### config.mk
export PLATFORM = sky130hd
export DESIGN_NAME = sol_top
export DESIGN_NICKNAME = d
export VERILOG_FILES = /design/src/sol_pkg.sv /design/src/sol_channel.sv /design/src/sol_top.sv
export SDC_FILE = /design/constraint.sdc
export NUM_CORES = 1
export LEC_CHECK = 0
export ABC_CLOCK_PERIOD_IN_PS = 2440
export BUFFER_PORTS_ARGS = -buffer_cell sky130_fd_sc_hd__buf_2
export CAP_MARGIN = 5
export CORE_MARGIN = 4
export CORE_UTILIZATION = 45
export DETAILED_ROUTE_END_ITERATION = 8
export PLACE_DENSITY = 0.65
export SLEW_MARGIN = 10
export SYNTH_ARGS = -nofsm -noshare
export SYNTH_HDL_FRONTEND = slang
export SYNTH_SLANG_ARGS = --single-unit
### constraint.sdc
create_clock -name clk -period 2.44 [get_ports clk]
set_input_delay 0.122 -clock clk [delete_from_list [all_inputs] [get_ports clk]]
set_output_delay 0.122 -clock clk [all_outputs]
set_load 0.03 [all_outputs]
### src/sol_pkg.sv
// Function
// - Disabled channel turns both half-bridge switches off, output floats.
// - Channel disabled when enable pin low, enable bit low, or setpoint zero.
// - Lowside mode: lowside switch drives, highside switch recirculates.
// - Highside mode: highside switch drives, lowside switch recirculates.
// - Drive switch pulsed at regulating duty; recirculation on between drive pulses, after a dead time.
// - Drive and recirculation switches never commanded on together.
// - Low enable pin clears enable bit; rising pin leaves it cleared.
// - Sampled side selection is reported in the configuration readback.
// - Average current target comes from the channel setpoint register.
// - After power-up each channel measures its current path offset.
// - Measured offset adjusts the effective setpoint while regulating.
// - Offset correction never changes the setpoint register readback.
// - Each channel has its own independent control loop.
// - Two channels, each a two-switch half bridge; both share one offset_meas sense input.
// - Slew rate chosen by software from three settings.
package sol_pkg;

    // ----------------------------------------------------------------
    // Sizes and counts
    // ----------------------------------------------------------------
    localparam int          NUM_CH       = 2;
    localparam int          SP_W         = 11;
    localparam int          OFS_W        = 6;
    localparam int          SR_W         = 2;
    localparam int          DEAD_CYC     = 4;
    localparam int          AZ_CYC       = 64;
    localparam int          PWM_W        = 8;

    // ----------------------------------------------------------------
    // Reset values and encodings
    // ----------------------------------------------------------------
    localparam logic [SP_W-1:0]  SP_RST  = 11'h000;
    localparam logic [SR_W-1:0]  SR_RST  = 2'h0;
    localparam logic [SR_W-1:0]  SR_MAX  = 2'h2;
    localparam logic [OFS_W-1:0] OFS_RST = 6'h00;

    typedef enum logic [1:0] {
        ST_OFF,
        ST_DRIVE,
        ST_DEAD,
        ST_RECIRC
    } sw_state_type;

endpackage : sol_pkg

### src/sol_channel.sv
`timescale 1ns/10ps
`default_nettype none
module sol_channel
    import sol_pkg::*;
(
    input  wire logic               clk,
    input  wire logic               sys_rst,
    input  wire logic               en_pin,
    input  wire logic               side_select_pin,
    input  wire logic               en_bit_set,
    input  wire logic               en_bit_clr,
    input  wire logic               sp_wr,
    input  wire logic [SP_W-1:0]    sp_wdata,
    input  wire logic [SR_W-1:0]    slew_wdata,
    input  wire logic               slew_wr,
    input  wire logic               az_done,
    input  wire logic [OFS_W-1:0]   az_offset,
    output logic                    hs_on,
    output logic                    ls_on,
    output logic                    en_bit,
    output logic [SP_W-1:0]         sp_rd,
    output logic                    side_lowside,
    output logic [SR_W-1:0]         slew_rd,
    output logic [SP_W-1:0]         eff_sp
);
    import sol_pkg::*;

    // ----------------------------------------------------------------
    // Registers
    // ----------------------------------------------------------------
    logic                 en_ff;
    logic [SP_W-1:0]      sp_ff;
    logic [SR_W-1:0]      slew_ff;
    logic                 side_ff;
    logic                 side_cap_ff;
    logic [OFS_W-1:0]     ofs_ff;
    logic [SP_W-1:0]      eff_ff;
    logic [PWM_W-1:0]     acc_ff;
    logic [3:0]           dead_ff;
    sw_state_type         st_ff;
    sw_state_type         after_dead_ff;
    logic                 hs_ff;
    logic                 ls_ff;

    // ----------------------------------------------------------------
    // Enable and target
    // ----------------------------------------------------------------
    wire              nxt_en    = en_pin & ((en_ff | en_bit_set) & ~en_bit_clr);
    wire              disabled  = ~en_pin | ~en_ff | (sp_ff == SP_RST);
    wire [SP_W:0]     sp_sum    = {1'b0, sp_ff} + {{(SP_W+1-OFS_W){1'b0}}, ofs_ff};
    // Saturate so a large offset never wraps the target to a small current
    wire [SP_W-1:0]   nxt_eff   = sp_sum[SP_W] ? {SP_W{1'b1}} : sp_sum[SP_W-1:0];
    // First-order duty modulator: carry out of accumulator marks drive phase
    wire [PWM_W:0]    acc_sum   = {1'b0, acc_ff} + {1'b0, eff_ff[SP_W-1 -: PWM_W]};
    wire              want_drv  = acc_sum[PWM_W] | (&eff_ff[SP_W-1 -: PWM_W]);
    wire              drv_on    = (st_ff == ST_DRIVE);
    wire              rec_on    = (st_ff == ST_RECIRC);
    wire              nxt_sr_ok = (slew_wdata <= SR_MAX);

    always_ff @(posedge clk) begin
        if (sys_rst) begin
            en_ff       <= 1'b0;
            sp_ff       <= SP_RST;
            slew_ff     <= SR_RST;
            ofs_ff      <= OFS_RST;
            eff_ff      <= SP_RST;
            acc_ff      <= '0;
            side_cap_ff <= 1'b0;
            side_ff     <= 1'b0;
        end else begin
            en_ff   <= nxt_en;
            eff_ff  <= nxt_eff;
            acc_ff  <= acc_sum[PWM_W-1:0];
            // Strap caught after reset release, not under it
            if (!side_cap_ff) begin
                side_ff     <= side_select_pin;
                side_cap_ff <= 1'b1;
            end
            if (sp_wr) begin
                sp_ff <= sp_wdata;
            end
            if (slew_wr && nxt_sr_ok) begin
                slew_ff <= slew_wdata;
            end
            if (az_done) begin
                ofs_ff <= az_offset;
            end
        end
    end

    // ----------------------------------------------------------------
    // Switch sequencer
    // ----------------------------------------------------------------
    always_ff @(posedge clk) begin
        if (sys_rst) begin
            st_ff         <= ST_OFF;
            after_dead_ff <= ST_OFF;
            dead_ff       <= '0;
        end else if (disabled) begin
            st_ff <= ST_OFF;
        end else begin
            case (st_ff)
                ST_OFF: begin
                    st_ff         <= ST_DEAD;
                    after_dead_ff <= ST_DRIVE;
                    dead_ff       <= 4'(DEAD_CYC);
                end
                ST_DRIVE: begin
                    if (!want_drv) begin
                        st_ff         <= ST_DEAD;
                        after_dead_ff <= ST_RECIRC;
                        dead_ff       <= 4'(DEAD_CYC);
                    end
                end
                ST_RECIRC: begin
                    if (want_drv) begin
                        st_ff         <= ST_DEAD;
                        after_dead_ff <= ST_DRIVE;
                        dead_ff       <= 4'(DEAD_CYC);
                    end
                end
                default: begin
                    if (dead_ff <= 4'h1) begin
                        st_ff <= after_dead_ff;
                    end
                    dead_ff <= dead_ff - 4'h1;
                end
            endcase
        end
    end

    // Lowside strap: low switch drives; highside strap: high switch drives
    wire nxt_hs = ~disabled & (side_ff ? rec_on : drv_on);
    wire nxt_ls = ~disabled & (side_ff ? drv_on : rec_on);

    always_ff @(posedge clk) begin
        if (sys_rst) begin
            hs_ff <= 1'b0;
            ls_ff <= 1'b0;
        end else begin
            // States are exclusive, so at most one switch is ever on
            hs_ff <= nxt_hs & ~nxt_ls;
            ls_ff <= nxt_ls & ~nxt_hs;
        end
    end

    assign hs_on        = hs_ff;
    assign ls_on        = ls_ff;
    assign en_bit       = en_ff;
    assign sp_rd        = sp_ff;
    assign side_lowside = side_ff;
    assign slew_rd      = slew_ff;
    assign eff_sp       = eff_ff;

endmodule : sol_channel
`default_nettype wire

### src/sol_top.sv
`timescale 1ns/10ps
`default_nettype none
module sol_top
    import sol_pkg::*;
(
    input  wire logic                     clk,
    input  wire logic                     sys_rst,
    input  wire logic                     en_pin,
    input  wire logic                     side_select_pin_ch1,
    input  wire logic                     side_select_pin_ch2,
    input  wire logic [NUM_CH-1:0]        en_bit_set,
    input  wire logic [NUM_CH-1:0]        en_bit_clr,
    input  wire logic [NUM_CH-1:0]        sp_wr,
    input  wire logic [SP_W-1:0]          sp_wdata,
    input  wire logic [NUM_CH-1:0]        slew_wr,
    input  wire logic [SR_W-1:0]          slew_wdata,
    input  wire logic [NUM_CH-1:0]        az_start,
    input  wire logic [OFS_W-1:0]         offset_meas,
    output logic [NUM_CH-1:0]             hs_on,
    output logic [NUM_CH-1:0]             ls_on,
    output logic [NUM_CH-1:0]             en_bit,
    output logic [NUM_CH*SP_W-1:0]        sp_rd,
    output logic [NUM_CH-1:0]             side_lowside,
    output logic [NUM_CH*SR_W-1:0]        slew_rd,
    output logic [NUM_CH*SP_W-1:0]        eff_sp,
    output logic [NUM_CH*OFS_W-1:0]       offset_rd,
    output logic [NUM_CH-1:0]             az_busy
);
    import sol_pkg::*;

    // ----------------------------------------------------------------
    // Autozero sequencer, one per channel
    // ----------------------------------------------------------------
    // Offset is sampled at the end of the window; load current must be zero then
    logic [NUM_CH-1:0]        busy_ff;
    logic [NUM_CH-1:0]        done_ff;
    logic [NUM_CH*8-1:0]      azc_ff;
    logic [NUM_CH*OFS_W-1:0]  ofs_ff;
    wire  [NUM_CH-1:0]        side_pins = {side_select_pin_ch2, side_select_pin_ch1};

    genvar g;
    generate
        for (g = 0; g < NUM_CH; g++) begin : g_ch
            wire az_req = az_start[g] & ~en_bit[g] & ~busy_ff[g];
            wire az_end = busy_ff[g] & (azc_ff[g*8 +: 8] == 8'h01);

            always_ff @(posedge clk) begin
                if (sys_rst) begin
                    busy_ff[g]          <= 1'b1;
                    azc_ff[g*8 +: 8]    <= 8'(AZ_CYC);
                    done_ff[g]          <= 1'b0;
                    ofs_ff[g*OFS_W +: OFS_W] <= OFS_RST;
                end else begin
                    done_ff[g] <= az_end;
                    if (az_req) begin
                        busy_ff[g]       <= 1'b1;
                        azc_ff[g*8 +: 8] <= 8'(AZ_CYC);
                    end else if (az_end) begin
                        busy_ff[g] <= 1'b0;
                        ofs_ff[g*OFS_W +: OFS_W] <= offset_meas;
                    end else if (busy_ff[g]) begin
                        azc_ff[g*8 +: 8] <= azc_ff[g*8 +: 8] - 8'h01;
                    end
                end
            end

            sol_channel u_ch (
                .clk             (clk),
                .sys_rst         (sys_rst),
                .en_pin          (en_pin),
                .side_select_pin (side_pins[g]),
                .en_bit_set      (en_bit_set[g]),
                .en_bit_clr      (en_bit_clr[g]),
                .sp_wr           (sp_wr[g]),
                .sp_wdata        (sp_wdata),
                .slew_wdata      (slew_wdata),
                .slew_wr         (slew_wr[g]),
                .az_done         (done_ff[g]),
                .az_offset       (ofs_ff[g*OFS_W +: OFS_W]),
                .hs_on           (hs_on[g]),
                .ls_on           (ls_on[g]),
                .en_bit          (en_bit[g]),
                .sp_rd           (sp_rd[g*SP_W +: SP_W]),
                .side_lowside    (side_lowside[g]),
                .slew_rd         (slew_rd[g*SR_W +: SR_W]),
                .eff_sp          (eff_sp[g*SP_W +: SP_W])
            );
        end
    endgenerate

    assign offset_rd = ofs_ff;
    assign az_busy   = busy_ff;

endmodule : sol_top
`default_nettype wire

==> metrics list <==
* Top cell type by total area after synthesis: sky130_fd_sc_hd__dfxtp_1
- Number of setup violations in the final report: 0
- Power per unit of standard cell area: 796 nW/µm²
- Total number of clock tree sinks: 133
- In the synthesized netlist, the number of instances is 662.
- Area grow syn2layout: 26.4%
* ANT cells: 0
* Total I/O pin count: 104
- Share of the synthesized area in the top cell type: 0.434
- The cell area that synthesis handed to floorplanning was 6140 µm².
- Min Clock Period, post-route: 2430 ps
* Worst-skew pair later-pin latency: 420 ps
* Slew Limit Headroom: 0.618
* Crit-path cells: ha_4, fa_2, a211oi_2, o211ai_2, a311oi_4, mux2i_1, buf_4, o211ai_1, a21oi_1
* Maximum frequency from static timing analysis: 0.412 GHz
- Number of instances on the worst hold path: 3
* Slew at the pin closest to its max-slew limit: 572 ps
* Detailed Route WL: 14800 µm
- Source of the worst hold timing path: sp_wdata[7]
- On the final layout, the worst clock skew is 5.49 ps.
* Fraction of layout cells with a size suffix above 1: 0.218
- Sequential element share of the synthesized area: 0.434
- Post-DR vias/cell: 5.23
* Gp weighted congestion: 0.873
- Among all flip-flop cells after synthesis, the most frequent one is sky130_fd_sc_hd__dfxtp_1.
* Worst path required time: 2780 ps
- Among all cell types in the netlist, the one instantiated most often is sky130_fd_sc_hd__dfxtp_1.
- At the end of the flow, the number of nets in the layout was 863.
- After floorplanning, the core was divided into 42 placement rows.
- Outcome: completed
- Slowest cell on crit path: sky130_fd_sc_hd__a311oi_4
- Maximum Capacitance Violations: 0
* Final global-route overflow total: 0
- The first TritonRoute pass finished after 4 iterations.
- Synth unique cells: 48
* Peak supply drop: 0.541 mV
* Crit-path max cell delay: 400 ps
* Critical path fanouts, max: 4
* Endpoint of the most critical register-to-register path: g_ch[0].u_ch.dead_ff[2]$_SDFFE_PP0P_
* Root buffer cell: sky130_fd_sc_hd__clkbuf_16
- Setup repair after global routing could not meet its margin everywhere.
- Die outline width: 125 µm
- Core area: 13300 µm²
* Class of the tightest hold or removal check: input port to flop
- Number of buffers on the longest clock path: 2
* Post-route ant nets: 0
- Endpoint arrival time on the critical path: 2780 ps
- In the global route stage, overall resource usage came out at 0.193.
* Clock-pin slew on the worst setup and hold paths: 50 ps
- The commonest cells after synthesis are 133 x sky130_fd_sc_hd__dfxtp_1, 103 x sky130_fd_sc_hd__nor2_1, 50 x sky130_fd_sc_hd__mux2i_1, 47 x sky130_fd_sc_hd__a21oi_1, 36 x sky130_fd_sc_hd__ha_1.
- Depth of the most critical reg-to-reg path: 9
- The worst setup path is launched from a flop.
* Number of warnings issued by yosys: 0
- The synthesized design contains 133 register bits.
* Async set or reset register ratio after synthesis: 0
- Post-synth EDFFs: 0
- Starting density of the core: 0.462
* Leading post-synthesis cells by cell area: sky130_fd_sc_hd__dfxtp_1 43%, sky130_fd_sc_hd__mux2i_1 8.2%, sky130_fd_sc_hd__ha_1 7.3%, sky130_fd_sc_hd__nor2_1 6.3%, sky130_fd_sc_hd__a21oi_1 3.8%
- Final Max Slew Viols: 0
- The path with the worst hold slack has its endpoint at g_ch[0].u_ch.sp_rd[7]$_SDFFE_PP0P_.
- In this run the static leakage power is 0.00345 µW.
* Wire length of the first global-routing pass: 24500 µm
- The floorplan step defined a die boundary enclosing 15600 µm².
- The number of nets handed over by synthesis was 736.
- Dividing the detail-routed wire length by the instance count gives 15.1 µm.
- Of the available clock period, the critical path in the final layout requires 0.996.
- Hold slack final: 10.5 ps
* Vertical extent of the die: 125 µm
- For flop-to-flop paths, the worst setup slack is 10 ps.
- A synthesized cell averages 9.27 µm².
- The final route contains 5109 vias.
* Number of antenna violations at the first check in global routing: 0
- The first routing iteration left 175 violations.
* Total DRC errors in the routed layout: 0
- At the placement stage, the worst setup path has a slack of -6.85 ps.
- The worst path meets setup with 9.88 ps of slack.
- CTS tree: done
* Critical Setup Path Class: flop to flop
- Summed over all nets, the half-perimeter wirelength after detailed placement is 10800 µm.
- Via count of the first global-routing pass: 5055
* Count of input and output buffers: 103
- In this run the critical register-to-register path is launched from g_ch[0].u_ch.eff_sp[3]$_SDFF_PP0_.
* Final Hold Violating Endpoints: 0
* Number of buffers created by CTS: 17
- Capturing element type of the critical path: flop
- The H-tree generated during clock tree synthesis spans 4 levels.
- Entering global routing, the biggest net connects 49 pins.
[report_power, final]
part / internal (µW) / switching, µW
logic: 440 / 540
clock network: 1740 / 899
registers: 2360 / 200
[through the flow]
step / power [µW] / std cells / setup TNS [ps] / area [µm²] / utilization
4_1_cts: 6220 / 975 / 0 / 7700 / 0.579
6_report: 6180 / 977 / 0 / 7760 / 0.584
3_5_place_dp: 3550 / 918 / -6.85 / 6800 / 0.512
2_1_floorplan: 3300 / 662 / 0 / 6140 / -
3_3_place_gp: 3500 / 918 / 0 / 6800 / 0.512
5_1_grt: 6450 / 977 / -279 / 7760 / 0.584
[cells by family after synthesis]
kind of cell | after synthesis | share of synthesized area
and+or+nand+nor | 222 | 0.176
DFF | 133 | 0.434
AOI/OAI and AO/OA | 120 | 0.127
buffers and inverters | 61 | 0.0426
muxes | 52 | 0.0852
adders and majority gates | 40 | 0.0864
xor gates and xnor gates | 34 | 0.0485
[critical path: cells and delay by family, from the launching register on]
kind / cells / cell delay, ps
AO/OA/AOI/OAI: 5 / 1070
adder cells (fa/ha/maj): 2 / 520
buffers and inverters: 1 / 160
flip-flops: 1 / 330
multiplexers: 1 / 280
[registers in the layout (all words and copies together) (netlist names)]
name,flops
g_ch.u_ch.eff_sp,22
g_ch.u_ch.sp_rd,22
azc_ff,16
g_ch.u_ch.acc_ff,16
g_ch.u_ch.ofs_ff,12
offset_rd,12
g_ch.u_ch.dead_ff,8
g_ch.u_ch.after_dead_ff,4
g_ch.u_ch.slew_rd,4
g_ch.u_ch.st_ff,4
az_busy,2
done_ff,2
g_ch.u_ch.en_bit,2
g_ch.u_ch.hs_on,2
g_ch.u_ch.ls_on,2
g_ch.u_ch.side_lowside,2
g_ch.u_ch.side_cap_ff,1
[area by class of cell]
| cell class | instances | area [µm²] |
|---|---|---|
| fill | 1150 | 5530 |
| multi-input combinational | 468 | 3280 |
| sequential | 133 | 2670 |
| timing repair buffer | 140 | 866 |
| clock buffer | 24 | 502 |
| tap | 176 | 220 |
| clock inverter | 7 | 119 |
| inverter | 29 | 109 |
[cell usage in the layout (no fill, tap or decap), types with 12 or more instances in the layout]
cell type                       count
sky130_fd_sc_hd__clkbuf_16         17
sky130_fd_sc_hd__nor2_1           103
sky130_fd_sc_hd__xnor2_1           18
sky130_fd_sc_hd__nand2_1           20
sky130_fd_sc_hd__xor2_1            16
sky130_fd_sc_hd__o211ai_1          12
sky130_fd_sc_hd__inv_1             28
sky130_fd_sc_hd__dlygate4sd3_1     24
sky130_fd_sc_hd__nor2b_1           16
sky130_fd_sc_hd__mux2i_1           49
sky130_fd_sc_hd__a21oi_1           47
sky130_fd_sc_hd__dfxtp_1          131
sky130_fd_sc_hd__nor3_1            21
sky130_fd_sc_hd__ha_1              34
sky130_fd_sc_hd__o21ai_0           26
sky130_fd_sc_hd__buf_4             12
sky130_fd_sc_hd__buf_2            103
[worst max path at each step]
stage,start,to,slack [ps],cells past startpoint
after global placement,g_ch[1].u_ch.eff_sp[3]$_SDFF_PP0_,g_ch[1].u_ch.dead_ff[3]$_SDFFE_PP0P_,20,8
after CTS,g_ch[0].u_ch.eff_sp[3]$_SDFF_PP0_,g_ch[0].u_ch.dead_ff[3]$_SDFFE_PP0P_,3,8
after global routing,g_ch[0].u_ch.eff_sp[3]$_SDFF_PP0_,g_ch[0].u_ch.dead_ff[2]$_SDFFE_PP0P_,-80,9
after floorplan,g_ch[0].u_ch.eff_sp[3]$_SDFF_PP0_,g_ch[0].u_ch.dead_ff[1]$_SDFFE_PP0P_,9,8
after detailed placement,g_ch[1].u_ch.eff_sp[3]$_SDFF_PP0_,g_ch[1].u_ch.dead_ff[3]$_SDFFE_PP0P_,-7,8
final,g_ch[0].u_ch.eff_sp[3]$_SDFF_PP0_,g_ch[0].u_ch.dead_ff[2]$_SDFFE_PP0P_,10,9
[routing by layer]
layer	track usage	vias up	routed length, µm
met1	0.245	2390	6770
met3	0.0587	25	862
li1	-	2566	-
met4	0.0774	0	298
met2	0.307	128	6830
met5	0	-	0
[what timing repair did]
| item | 4_1_cts | 5_1_grt |
|---|---|---|
| setup buffers | 2 | 2 |
| gates resized for setup | 4 | 11 |
| hold buffers | 24 | 0 |
| hold endpoints to repair | 37 | 0 |
| endpoints found under the setup margin | 4 | 13 |
| pin swaps | 7 | 10 |
No activity file was read; power rests on OpenSTA's default activity.
